**config.mk**
```make
export PLATFORM = sky130hd
export DESIGN_NAME = arc_route_clk_regs
export DESIGN_NICKNAME = d
export VERILOG_FILES = /design/src/arc_pkg.sv /design/src/arc_src_decode.sv /design/src/arc_route_clk_regs.sv
export SDC_FILE = /design/constraint.sdc
export NUM_CORES = 1
export LEC_CHECK = 0
export BUFFER_PORTS_ARGS = -buffer_cell sky130_fd_sc_hd__buf_2
export CAP_MARGIN = 20
export CORE_MARGIN = 2
export CORE_UTILIZATION = 55
export DETAILED_ROUTE_END_ITERATION = 7
export GPL_ROUTABILITY_DRIVEN = 0
export GPL_TIMING_DRIVEN = 1
export PLACE_DENSITY = 0.87
export SYNTH_ARGS = -nofsm -noshare
export SYNTH_HDL_FRONTEND = slang
export SYNTH_SLANG_ARGS = --single-unit
```
**constraint.sdc**
```tcl
create_clock -name clk -period 3.6 [get_ports clk]
set_clock_uncertainty 0.15 [all_clocks]
set_input_delay 0.72 -clock clk [delete_from_list [all_inputs] [get_ports clk]]
set_output_delay 0.72 -clock clk [all_outputs]
set_load 0.03 [all_outputs]
```
**src/arc_pkg.sv**
```systemverilog
// Package with register map, field layout and encodings of the clock source and route registers.
package arc_pkg;
  localparam int unsigned ADDR_W = 8;
  localparam int unsigned DATA_W = 8;

  localparam logic [7:0] RX_CH8_CFG_ADDR   = 8'h2f;
  localparam logic [7:0] CLK_SRC_A_ADDR    = 8'h32;
  localparam logic [7:0] CLK_SRC_B_ADDR    = 8'h33;

  localparam logic [7:0] RX_CH8_CFG_RESET  = 8'h07;
  localparam logic [7:0] CLK_SRC_A_RESET   = 8'h00;
  localparam logic [7:0] CLK_SRC_B_RESET   = 8'h00;

  localparam int unsigned ROUTE_LSB        = 5;
  localparam int unsigned ROUTE_W          = 2;
  localparam int unsigned SLOT_LSB         = 0;
  localparam int unsigned SLOT_W           = 5;
  localparam int unsigned PRESC_LSB        = 6;
  localparam int unsigned PRESC_W          = 2;
  localparam int unsigned PRI_SEL_LSB      = 3;
  localparam int unsigned SEL_W            = 3;
  localparam int unsigned SEC_SEL_LSB      = 4;

  localparam logic [7:0] RX_CH8_WMASK      = 8'h7f;
  localparam logic [7:0] CLK_SRC_A_WMASK   = 8'hf8;
  localparam logic [7:0] CLK_SRC_B_WMASK   = 8'h70;

  localparam logic [1:0] ROUTE_OFF         = 2'h0;
  localparam logic [1:0] ROUTE_DAC         = 2'h1;
  localparam logic [1:0] ROUTE_ADC_LOOP    = 2'h2;
  localparam logic [1:0] ROUTE_CASCADE     = 2'h3;

  localparam logic [2:0] SRC_PLL           = 3'h0;
  localparam logic [2:0] SRC_PRI_BCLK      = 3'h1;
  localparam logic [2:0] SRC_SEC_BCLK      = 3'h2;
  localparam logic [2:0] SRC_CTRL_CLK      = 3'h3;
  localparam logic [2:0] SRC_OSC           = 3'h4;
  localparam logic [2:0] SRC_DSP           = 3'h5;

  localparam logic [4:0] SLOT_RIGHT_BASE   = 5'h10;
endpackage : arc_pkg

```
**src/arc_src_decode.sv**
```systemverilog
// One-hot decoder for a bit-clock divider source select with a per-end reserved code.
`timescale 1ns/1ps
module arc_src_decode #(
  parameter logic [2:0] RSV_CODE = 3'h1
) (
  input  wire logic [2:0] sel,
  output logic      [5:0] oneHot,
  output logic            reserved
);
  always_comb begin
    oneHot   = 6'h00;
    reserved = 1'b0;
    if (sel > arc_pkg::SRC_DSP || sel == RSV_CODE) begin
      reserved = 1'b1;
    end else begin
      oneHot[sel] = 1'b1;
    end
  end
endmodule : arc_src_decode

```
**src/arc_route_clk_regs.sv**
```systemverilog
// Register slice for secondary port channel 8 routing and clock source selection.
`timescale 1ns/1ps
module arc_route_clk_regs (
  input  wire logic       clk,
  input  wire logic       resetn,
  input  wire logic       clkEn,
  input  wire logic       regWrEn,
  input  wire logic       regRdEn,
  input  wire logic [7:0] regAddr,
  input  wire logic [7:0] regWrData,
  output logic      [7:0] regRdData,
  output logic            regAddrHit,
  output logic      [1:0] rxCh8Route,
  output logic            rxCh8Enable,
  output logic      [4:0] rxCh8Slot,
  output logic            rxCh8RightSlot,
  output logic      [3:0] rxCh8LrSlot,
  output logic      [3:0] prescalerSrcOneHot,
  output logic      [5:0] priBitclkSrcOneHot,
  output logic      [5:0] secBitclkSrcOneHot,
  output logic            srcSelReserved
);
  typedef enum logic [1:0] {
    REG_NONE,
    REG_RX_CH8,
    REG_SRC_A,
    REG_SRC_B
  } arc_reg_sel_t;

  logic [7:0] rxCfg_q;
  logic [7:0] rxCfg_d;
  logic [7:0] srcA_q;
  logic [7:0] srcA_d;
  logic [7:0] srcB_q;
  logic [7:0] srcB_d;
  logic [7:0] rdData_q;
  logic [7:0] rdData_d;
  logic       hit_q;
  logic       hit_d;
  logic [5:0] priHot;
  logic [5:0] secHot;
  logic       priRsv;
  logic       secRsv;
  logic [1:0] routeOut_q;
  logic [1:0] routeOut_d;
  logic       enOut_q;
  logic       enOut_d;
  logic [4:0] slotOut_q;
  logic [4:0] slotOut_d;
  logic       right_q;
  logic       right_d;
  logic [3:0] lr_q;
  logic [3:0] lr_d;
  logic [3:0] presc_q;
  logic [3:0] presc_d;
  logic [5:0] pri_q;
  logic [5:0] pri_d;
  logic [5:0] sec_q;
  logic [5:0] sec_d;
  logic       rsv_q;
  logic       rsv_d;

  function automatic logic [7:0] merge(input logic [7:0] cur, input logic [7:0] wd,
                                       input logic [7:0] mask);
    merge = (cur & ~mask) | (wd & mask);
  endfunction : merge

  // Address decode shared by the write path and the read path.
  function automatic arc_reg_sel_t regSelect(input logic [7:0] addr);
    case (addr)
      arc_pkg::RX_CH8_CFG_ADDR: regSelect = REG_RX_CH8;
      arc_pkg::CLK_SRC_A_ADDR:  regSelect = REG_SRC_A;
      arc_pkg::CLK_SRC_B_ADDR:  regSelect = REG_SRC_B;
      default:                  regSelect = REG_NONE;
    endcase
  endfunction : regSelect

  function automatic logic [3:0] prescDecode(input logic [1:0] code);
    prescDecode       = 4'h0;
    prescDecode[code] = 1'b1;
  endfunction : prescDecode

  // Derived outputs leave reset matching the reset contents of their registers.
  // Both divider selects reset to the PLL code, which is never a reserved code.
  localparam logic [1:0] ROUTE_RST =
    arc_pkg::RX_CH8_CFG_RESET[arc_pkg::ROUTE_LSB +: arc_pkg::ROUTE_W];
  localparam logic [4:0] SLOT_RST  =
    arc_pkg::RX_CH8_CFG_RESET[arc_pkg::SLOT_LSB +: arc_pkg::SLOT_W];
  localparam logic       EN_RST    = (ROUTE_RST != arc_pkg::ROUTE_OFF);
  localparam logic       RIGHT_RST = (SLOT_RST >= arc_pkg::SLOT_RIGHT_BASE);
  localparam logic [3:0] LR_RST    = SLOT_RST[3:0];
  localparam logic [3:0] PRESC_RST =
    prescDecode(arc_pkg::CLK_SRC_A_RESET[arc_pkg::PRESC_LSB +: arc_pkg::PRESC_W]);
  localparam logic [5:0] PRI_RST   =
    6'h01 << arc_pkg::CLK_SRC_A_RESET[arc_pkg::PRI_SEL_LSB +: arc_pkg::SEL_W];
  localparam logic [5:0] SEC_RST   =
    6'h01 << arc_pkg::CLK_SRC_B_RESET[arc_pkg::SEC_SEL_LSB +: arc_pkg::SEL_W];

  arc_src_decode #(.RSV_CODE(arc_pkg::SRC_PRI_BCLK)) u_priDec (
    .sel      (srcA_q[arc_pkg::PRI_SEL_LSB +: arc_pkg::SEL_W]),
    .oneHot   (priHot),
    .reserved (priRsv)
  );

  arc_src_decode #(.RSV_CODE(arc_pkg::SRC_SEC_BCLK)) u_secDec (
    .sel      (srcB_q[arc_pkg::SEC_SEL_LSB +: arc_pkg::SEL_W]),
    .oneHot   (secHot),
    .reserved (secRsv)
  );

  always_comb begin
    rxCfg_d = rxCfg_q;
    srcA_d  = srcA_q;
    srcB_d  = srcB_q;
    if (regWrEn) begin
      case (regSelect(regAddr))
        REG_RX_CH8: begin
          rxCfg_d = merge(rxCfg_q, regWrData, arc_pkg::RX_CH8_WMASK);
        end
        REG_SRC_A: begin
          srcA_d = merge(srcA_q, regWrData, arc_pkg::CLK_SRC_A_WMASK);
        end
        REG_SRC_B: begin
          srcB_d = merge(srcB_q, regWrData, arc_pkg::CLK_SRC_B_WMASK);
        end
        default: begin
          rxCfg_d = rxCfg_q;
        end
      endcase
    end
  end

  always_comb begin
    hit_d    = 1'b1;
    rdData_d = 8'h00;
    case (regSelect(regAddr))
      REG_RX_CH8: rdData_d = rxCfg_q;
      REG_SRC_A:  rdData_d = srcA_q;
      REG_SRC_B:  rdData_d = srcB_q;
      default:    hit_d    = 1'b0;
    endcase
    // With no read strobe the last answer stands until the next read.
    if (!regRdEn) begin
      rdData_d = rdData_q;
      hit_d    = hit_q;
    end
  end

  always_comb begin
    routeOut_d = rxCfg_q[arc_pkg::ROUTE_LSB +: arc_pkg::ROUTE_W];
    enOut_d    = (routeOut_d != arc_pkg::ROUTE_OFF);
    slotOut_d  = rxCfg_q[arc_pkg::SLOT_LSB +: arc_pkg::SLOT_W];
    right_d    = (slotOut_d >= arc_pkg::SLOT_RIGHT_BASE);
    lr_d       = slotOut_d[3:0];
    presc_d    = prescDecode(srcA_q[arc_pkg::PRESC_LSB +: arc_pkg::PRESC_W]);
    pri_d      = priHot;
    sec_d      = secHot;
    rsv_d      = priRsv | secRsv;
  end

  // Reset acts whatever the enable; a low enable freezes every register of the slice.
  always_ff @(posedge clk) begin
    if (!resetn) begin
      rxCfg_q <= arc_pkg::RX_CH8_CFG_RESET;
      srcA_q  <= arc_pkg::CLK_SRC_A_RESET;
      srcB_q  <= arc_pkg::CLK_SRC_B_RESET;
    end else if (clkEn) begin
      rxCfg_q <= rxCfg_d;
      srcA_q  <= srcA_d;
      srcB_q  <= srcB_d;
    end
  end

  always_ff @(posedge clk) begin
    if (!resetn) begin
      rdData_q <= 8'h00;
      hit_q    <= 1'b0;
    end else if (clkEn) begin
      rdData_q <= rdData_d;
      hit_q    <= hit_d;
    end
  end

  // Derived outputs trail their register by one cycle so that every output is a flip-flop.
  always_ff @(posedge clk) begin
    if (!resetn) begin
      routeOut_q <= ROUTE_RST;
      enOut_q    <= EN_RST;
      slotOut_q  <= SLOT_RST;
      right_q    <= RIGHT_RST;
      lr_q       <= LR_RST;
      presc_q    <= PRESC_RST;
      pri_q      <= PRI_RST;
      sec_q      <= SEC_RST;
      rsv_q      <= 1'b0;
    end else if (clkEn) begin
      routeOut_q <= routeOut_d;
      enOut_q    <= enOut_d;
      slotOut_q  <= slotOut_d;
      right_q    <= right_d;
      lr_q       <= lr_d;
      presc_q    <= presc_d;
      pri_q      <= pri_d;
      sec_q      <= sec_d;
      rsv_q      <= rsv_d;
    end
  end

  assign regRdData          = rdData_q;
  assign regAddrHit         = hit_q;
  assign rxCh8Route         = routeOut_q;
  assign rxCh8Enable        = enOut_q;
  assign rxCh8Slot          = slotOut_q;
  assign rxCh8RightSlot     = right_q;
  assign rxCh8LrSlot        = lr_q;
  assign prescalerSrcOneHot = presc_q;
  assign priBitclkSrcOneHot = pri_q;
  assign secBitclkSrcOneHot = sec_q;
  assign srcSelReserved     = rsv_q;
endmodule : arc_route_clk_regs

```
-- Word-level counts from Yosys, hierarchy flattened
Index checks and enable logic that the tools add are counted.
- bitwise logic cells: 4
- reductions and logical operators: 11
- eq/ne operators: 11
- multiplexer cells: 14
- order comparisons: 9
- operator list (operator ; count):
    $eq 8x6->1 const B ; 3
    $pmux 8 s3 ; 1
    $or 8x7->8 ; 2
    $mux 6 ; 2
    $reduce_and 3->1 ; 3
    $eq 2x2->1 const B ; 4
    $lt 3x4->1 const B ; 2
    $or 3x8->8 ; 1
    $demux 1 s3 ; 2
    $ge 3x1->1 const B ; 2
    $gt 3x3->1 const B ; 2
    $mux 1 ; 6
    $pmux 2 s3 ; 1
    $ge 5x5->1 const B ; 1
    $eq 2x1->1 const B ; 2
    $eq 3x1->1 const B ; 1
    $eq 3x2->1 const B ; 1
    $logic_and 1x1->1 ; 3
    $lt 2x3->1 const B ; 1
    $reduce_or 3->1 ; 1
    $demux 1 s2 ; 1
    $ge 2x1->1 const B ; 1
    $logic_or 1x1->1 ; 2
    $mux 2 ; 1
    3 further kinds ; 3
- output and inout bits: 39
- register bits after elaboration: 63
- word-level logic and storage cells: 63
- input port bits: 21

-- Longest topological paths before layout
Gate-level depths: netlist of run 1.
- depth after elaboration: 5
- mapped depth: 6
- gate-level depth less buffers: 3

-- Modules after synthesis
A second synthesis of run 1 with hierarchy kept.
- cells, all modules: 233
- area total of the unflattened synthesis: 2223.4 um^2
- by module, submodules not included (module ; area an instance (um^2) ; cells each ; seq. area each (um^2) ; instances):
    arc_route_clk_regs ; 2085.8 ; 212 ; 1001.0 ; 1
    arc_src_decode (u_priDec) ; 72.6 ; 11 ; 0.0 ; 1
    arc_src_decode (u_secDec) ; 65.1 ; 10 ; 0.0 ; 1

-- Worst setup path before layout of run 1
No wires, ideal clock.
- path kind: input to register
- from: in regAddr[7]
- to: reg srcA_q[3]
- path slack: 1.579 ns
- library setup time: 0.072 ns
- cell stages on the path: 3
- arrival time: 1.800 ns
- required time: 3.378 ns
- cell sequence: or3b_1 > nor4_4 > mux2i_1
- cells in the longest elaborated chain, start to end: 5
- ends and longest elaborated chain (what ; RTL line ; text):
    start, declared ; arc_route_clk_regs.sv:9 ; input wire logic [7:0] regAddr,
    $eq 8x6->1 ; arc_route_clk_regs.sv:70 ; case (addr)
    $pmux 2 s3 (*) ; arc_route_clk_regs.sv:70 ;
    $mux 2 (*) ; arc_route_clk_regs.sv:115 ; if (regWrEn) begin
    $eq 2x2->1 (*) ; arc_route_clk_regs.sv:116 ; case (regSelect(regAddr))
    $reduce_and 3->1 (no line) (*) ; n/a ;
    end signal, assigned ; arc_route_clk_regs.sv:165 ; srcA_q <= arc_pkg::CLK_SRC_A_RESET;
    end signal, assigned ; arc_route_clk_regs.sv:169 ; srcA_q <= srcA_d;
    end, declared ; arc_route_clk_regs.sv:32 ; logic [7:0] srcA_q;
Mark *: on every way between the ends. The rest lies on a longest branch, timed or not. The select of a mux whose other input is x is not followed.
A chain may end at the register's enable or synchronous reset.

-- Final worst setup path of run 1
- from: in regAddr[7]
- to: reg srcB_q[6]
- cells in the longest elaborated chain, start to end: 5
- ends and longest elaborated chain (what ; RTL line ; text):
    $eq 8x6->1 ; arc_route_clk_regs.sv:70 ;
    $pmux 2 s3 (*) ; arc_route_clk_regs.sv:70 ;
    $mux 2 (*) ; arc_route_clk_regs.sv:115 ;
    $eq 2x2->1 (*) ; arc_route_clk_regs.sv:116 ;
    $reduce_and 3->1 (no line) (*) ; n/a ;
    end signal, assigned ; arc_route_clk_regs.sv:166 ; srcB_q <= arc_pkg::CLK_SRC_B_RESET;
    end signal, assigned ; arc_route_clk_regs.sv:170 ; srcB_q <= srcB_d;
    end, declared ; arc_route_clk_regs.sv:34 ; logic [7:0] srcB_q;
Marked as above.

==> flow_summary.yaml, run 1 <==
critical_path:
  cp_slowest_cell: "nor3_1"
  r2r-start: "srcA_q[3]$_SDFFE_PN0P_"
  cp.arrival_ns: 2.15
  endpoint_kind: "register"
  reg2reg_to: "regRdData[3]$_SDFFE_PN0P_"
  worstRegToRegCells: 3
  reg2reg_slack_ns: 2.27
  crit_family: "simple AND/OR/NAND/NOR gates"
  worstPathRequired_ns: 3.66
  critical_path_class: "primary input to register"
  cp_max_fo: 3
  worst_setup_path_start_kind: "primary input"
  slowest_delay_ns: 0.56
  cp_cell_sequence: "buf_2, or3b_1, nor3_1, mux2i_1"
  worst-path-buf-inv: 1
grt:
  grt_usage: 0.215
  grt_pass1_vias: 1612
  grt-ovfl-total: 0
  grt_pass1_wl_um: 7420
  antenna_found_initial: 0
  grt_max_degree: 39
timing:
  fmax_mhz: 478
  tightest_slew_ns: 0.672
  rsz0062_at_grt: "no"
  setup_viol: 0
  slew-limit-headroom: 0.551
  fin_crit_sh: 0.581
  hold_viol_final: 0
  period_needed_ns: 2.09
  maxSlewViolCount: 0
  hold_ws_ns: 0.299
  tns_ns: 0
floorplanning:
  coreArea_um2: 3940
  die_h_um: 67.5
  initial_core_util: 0.563
  row_count: 23
  dieArea_um2: 4560
  die_w_um: 67.5
  num_io_pins: 60
detailed_routing:
  drc: 0
  detail_route.iter0.violations: 122
  first_pass_iters: 4
  vias_per_cell: 5.45
  wirelength_um: 4710
  vias: 1814
  drtAntennaViolNets: 0
  avgRoutedWirePerCell_um: 14.1
power_and_ir_drop:
  vdd_ir_drop_max_mv: 0.229
  finalPower_w: 0.000951
  leakage_nw: 1.01
  power_density_nw_per_um2: 367
worst_hold_path:
  holdPathStages: 2
  hold_class: "register to register"
  worstHoldStart: "regRdData[7]$_SDFFE_PN0P_"
  whs_endpoint: "regRdData[7]$_SDFFE_PN0P_"
clock_network:
  clk_latency_ns: 0.30
  cts_buffer_depth: 2
  clk_pin_slew_ns: 0.08
  cts_root_buf: "clkbuf_8"
  hold_buffers: 0
  cts_tree: "yes"
  cts_resized: 0
  cts.sinks: 50
  numCtsBuffers: 5
  htree_num_levels: 2
  post-cts-setup-buffers: 0
layout:
  mostFrequentLayoutCells: "buf_2, dfxtp_1, nand2_1, mux2i_1, nor2b_1"
  antenna_cells: 0
  areaGrowthSynthToFinish_pct: 16.6
  drive_above_1_share: 0.265
  final_common_cell: "buf_2"
  final_cell_area_um2: 2590
  seqCellArea_um2: 1000
  fin_nets: 303
  utilization: 0.657
  fill_cells: 326
  multiInputGateArea_um2: 1100
synthesis:
  syn_inst: 234
  ys_ff_latch: 50
  synthArstFlopShare: 0
  ys_types: 43
  syn_area_per_cell_um2: 9.49
  yosysSeqAreaShare: 0.451
  synthesis.nets: 255
  synth_flop_cell: "dfxtp_1"
  syn_area_um2: 2220
  ys_warn_count: 0
  synth_edf_count: 0
placement:
  hpwlAfterDp_um: 3300
  portBuffers: 59
  post_dp_cell_area_um2: 2500
flow_run:
  maxCapViolations: 0
outcome:
  status: "finished clean"
-- power by group --
part,internal [W],total (W),leakage [nW],switching (W)
clock,0.000155,0.000330,0.0482,0.000174
sequential,0.000554,0.000555,0.403,0.000000993
combinational,0.0000250,0.0000658,0.561,0.0000409
total,0.000734,0.000951,1.01,0.000216
-- per-layer routing --
layer	track usage	routed length [µm]
met5	0	0
met4	0.0765	78
met3	0.0650	291
met2	0.332	2150
met1	0.284	2180
-- Yosys cell counts, types with 3 or more instances --
library cell / n / area share
or3_1: 3 / 0.0085
nor2b_1: 13 / 0.037
nor2_1: 3 / 0.0051
o21ai_0: 7 / 0.016
clkbuf_1: 11 / 0.019
mux2i_1: 21 / 0.095
inv_1: 6 / 0.010
a21boi_0: 11 / 0.037
mux2_2: 3 / 0.015
nand2b_1: 9 / 0.025
nand4_1: 4 / 0.011
dfxtp_1: 50 / 0.45
nand4b_1: 5 / 0.020
o211ai_1: 3 / 0.010
buf_4: 5 / 0.017
a31oi_1: 3 / 0.0085
nand2_1: 32 / 0.054
nand3_1: 8 / 0.018
-- flip-flops by register name, summed over array words and instances (netlist names) --
name                flops
regRdData               8
srcSelReserved          1
regAddrHit              1
rxCh8Enable             1
srcA_q                  5
prescalerSrcOneHot      4
rxCh8Route              2
rxCfg_q                 7
secBitclkSrcOneHot      6
rxCh8RightSlot          1
rxCh8Slot               5
priBitclkSrcOneHot      6
srcB_q                  3
-- worst max-delay path by stage --
stage / start / to / cells after the start
2_1_floorplan: regAddr[7] / srcA_q[3]$_SDFFE_PN0P_ / 3
3_3_place_gp: regAddr[4] / rxCfg_q[5]$_SDFFE_PN0P_ / 4
3_5_place_dp: regAddr[4] / rxCfg_q[4]$_SDFFE_PN0P_ / 4
4_1_cts: regAddr[7] / srcB_q[6]$_SDFFE_PN0P_ / 4
5_1_grt: regAddr[7] / srcB_q[6]$_SDFFE_PN0P_ / 4
6_report: regAddr[7] / srcB_q[6]$_SDFFE_PN0P_ / 4
-- kinds of logic (layout without fill, tap and decap cells) --
| family | Yosys count | in the layout | share of synthesized area |
|---|---|---|---|
| AOI/OAI and AO/OA | 36 | 36 | 0.112 |
| DFF | 50 | 50 | 0.451 |
| muxes | 24 | 24 | 0.110 |
| and+or+nand+nor | 98 | 98 | 0.274 |
| buffers and inverters | 26 | 75 | 0.0535 |
-- cell type report --
| cell class | instances | area share |
|---|---|---|
| inverters | 6 | 0.00870 |
| clock buffers | 7 | 0.0333 |
| flip-flops and latches | 50 | 0.387 |
| multi-input cells | 158 | 0.425 |
| repair buffers | 61 | 0.120 |
| well taps | 50 | 0.0242 |
| clock inverters | 1 | 0.00193 |
-- stage by stage --
step                      worst slack [ns]  instances
final                                 1.51        333
after global placement                1.38        325
after detailed placement              1.32        325
after CTS                             1.55        333
after floorplan                       1.58        234
after global routing                  1.46        333
-- worst register-to-register path: stages, from the launching register on --
cell	delay [ns]
dfxtp_1	0.39
and4b_1	0.24
a32o_1	0.26
a32o_1	0.20
Power figures use the tool's default switching activity.
==> run 2: changes to the inputs <==
--- a/config.mk
+++ b/config.mk
@@ -8,11 +8,11 @@
 export BUFFER_PORTS_ARGS = -buffer_cell sky130_fd_sc_hd__buf_2
 export CAP_MARGIN = 20
 export CORE_MARGIN = 2
-export CORE_UTILIZATION = 55
+export CORE_UTILIZATION = 47
 export DETAILED_ROUTE_END_ITERATION = 7
 export GPL_ROUTABILITY_DRIVEN = 0
 export GPL_TIMING_DRIVEN = 1
-export PLACE_DENSITY = 0.87
+export PLACE_DENSITY = 0.8
 export SYNTH_ARGS = -nofsm -noshare
 export SYNTH_HDL_FRONTEND = slang
 export SYNTH_SLANG_ARGS = --single-unit
==> constraint.sdc (replaced) <==
create_clock -name clk -period 1.7 [get_ports clk]
set_clock_uncertainty 0.15 [all_clocks]
set_input_delay 0.34 -clock clk [delete_from_list [all_inputs] [get_ports clk]]
set_output_delay 0.34 -clock clk [all_outputs]
set_load 0.03 [all_outputs]
==> run 2 against run 1 <==
Count of clock-buffer cells in the layout down 1. Setup slack lost 1.3 ns. Via count rose by 3.4%. Clock power is 110% higher. Worst hold slack got worse by 0.17 ns. Sequential share of layout area shrank 1.5 points. Cell count up 3.9%. Critical path depth unchanged. Register-to-register slack worse by 1.9 ns. Flip-flop and latch count unchanged. Utilization down 7.5 points. Critical endpoint is now regRdData[7]$_SDFFE_PN0P_. Largest cell class unchanged. Highest routed layer unchanged.
==> flow_summary.yaml, run 2 (synthesized netlist as in run 1, its figures left out) <==
outcome:
  status: "finished clean"
clock_network:
  cts_buffer_depth: 2
  clk_latency_ns: 0.30
  numCtsBuffers: 5
  cts_resized: 0
  htree_num_levels: 2
  post-cts-setup-buffers: 0
  cts.sinks: 50
  cts_root_buf: "clkbuf_8"
  clk_pin_slew_ns: 0.08
  cts_tree: "yes"
  hold_buffers: 0
detailed_routing:
  drtAntennaViolNets: 0
  wirelength_um: 4880
  vias_per_cell: 5.42
  avgRoutedWirePerCell_um: 14.1
  vias: 1876
  drc: 0
  first_pass_iters: 4
  detail_route.iter0.violations: 119
placement:
  hpwlAfterDp_um: 3570
  place_ws_ns: -0.0984
  portBuffers: 59
timing:
  rsz0062_at_grt: "no"
  setup_viol: 0
  tightest_slew_ns: 0.419
  slew-limit-headroom: 0.720
  hold_viol_final: 0
  setup_slack_ns: 0.215
  fin_crit_sh: 0.873
  period_needed_ns: 1.48
  maxSlewViolCount: 0
  fmax_mhz: 674
critical_path:
  reg2reg_slack_ns: 0.37
  crit_family: "simple AND/OR/NAND/NOR gates"
  worst_setup_path_start_kind: "primary input"
  cp_slowest_cell: "or4_1"
  endpoint: "regRdData[7]$_SDFFE_PN0P_"
  critical_path_class: "primary input to register"
  cp.arrival_ns: 1.57
  r2r-start: "srcA_q[3]$_SDFFE_PN0P_"
  crit_start: "regAddr[7]"
  reg2reg_to: "regRdData[3]$_SDFFE_PN0P_"
  cp_cell_sequence: "buf_2, or3b_1, or4_1, a21boi_1"
  worst-path-buf-inv: 1
  cp_max_fo: 3
  critical_path_depth: 4
  worstPathRequired_ns: 1.79
  slowest_delay_ns: 0.54
  worstRegToRegCells: 3
  endpoint_kind: "register"
power_and_ir_drop:
  finalPower_w: 0.00201
  power_density_nw_per_um2: 748
  vdd_ir_drop_max_mv: 0.443
  leakage_nw: 1.07
layout:
  areaGrowthSynthToFinish_pct: 21.2
  fill_cells: 426
  antenna_cells: 0
  largest_register_ffs: 8
  fin_nets: 314
  drive_above_1_share: 0.291
  mostFrequentLayoutCells: "buf_2, dfxtp_1, nand2_1, mux2i_1, nor2b_1"
  final_common_cell: "buf_2"
grt:
  grt_pass1_wl_um: 7980
  grt_busiest_layer: "met2"
  grt-ovfl-total: 0
  grt_max_degree: 39
  met3_usage: 0.0470
  grt_pass1_vias: 1725
  use_met1: 0.241
  met2_usage: 0.330
  grt_usage: 0.194
  antenna_found_initial: 0
floorplanning:
  initial_core_util: 0.480
  coreArea_um2: 4630
  die_w_um: 72.7
  die_h_um: 72.7
  num_io_pins: 60
  row_count: 25
  dieArea_um2: 5290
worst_hold_path:
  hold_class: "primary input to register"
flow_run:
  maxCapViolations: 0
-- run 2: layout make-up --
cell class	instances	area (µm²)	share of cell area
sequential	50	1000	0.372
tap	54	67.6	0.0251
clock buffer	6	82.6	0.0307
multi-input combinational	158	1100	0.409
timing repair buffer	72	418	0.155
inverter	6	22.5	0.00836
-- run 2: through the flow --
step / utilization / TNS, ns / hold WS (ns) / area [µm²] / cells
after floorplan: - / 0 / 0.297 / 2220 / 234
after global placement: 0.564 / -0.158 / 0.294 / 2610 / 340
after detailed placement: 0.564 / -0.315 / 0.298 / 2610 / 340
after CTS: 0.582 / 0 / 0.132 / 2690 / 346
after global routing: 0.582 / 0 / 0.162 / 2690 / 346
final: 0.582 / 0 / 0.133 / 2690 / 346
-- run 2: power breakdown --
part	switching, W	internal [W]	leakage [nW]	total [W]
clock	0.000368	0.000314	0.0431	0.000683
sequential	0.00000240	0.00117	0.403	0.00118
combinational	0.0000899	0.0000658	0.622	0.000156
total	0.000461	0.00155	1.07	0.00201
-- run 2: worst min path at each step --
stage                                         start                        end  slack, ns  cells past startpoint
final                                  regWrData[2]    rxCfg_q[2]$_SDFFE_PN1P_       0.13                      3
after global routing                   regWrData[7]     srcA_q[7]$_SDFFE_PN0P_       0.16                      3
after CTS                              regWrData[2]    rxCfg_q[2]$_SDFFE_PN1P_       0.13                      3
after detailed placement  regRdData[7]$_SDFFE_PN0P_  regRdData[7]$_SDFFE_PN0P_       0.30                      2
after global placement    regRdData[7]$_SDFFE_PN0P_  regRdData[7]$_SDFFE_PN0P_       0.29                      2
after floorplan             rxCfg_q[5]$_SDFFE_PN0P_    rxCfg_q[5]$_SDFFE_PN0P_       0.30                      2
-- run 2: layer usage --
metal | wire length, µm | vias up | share of wire
met4 | 63 | 0 | 0.013
met1 | 2120 | 875 | 0.44
met5 | 0 | - | 0
met3 | 255 | 7 | 0.052
met2 | 2430 | 60 | 0.50
li1 | - | 934 | -
-- run 2: worst min-delay path, cell delays in order --
cell	delay [ns]
buf_2	0.07
nor2b_1	0.03
mux2i_1	0.10
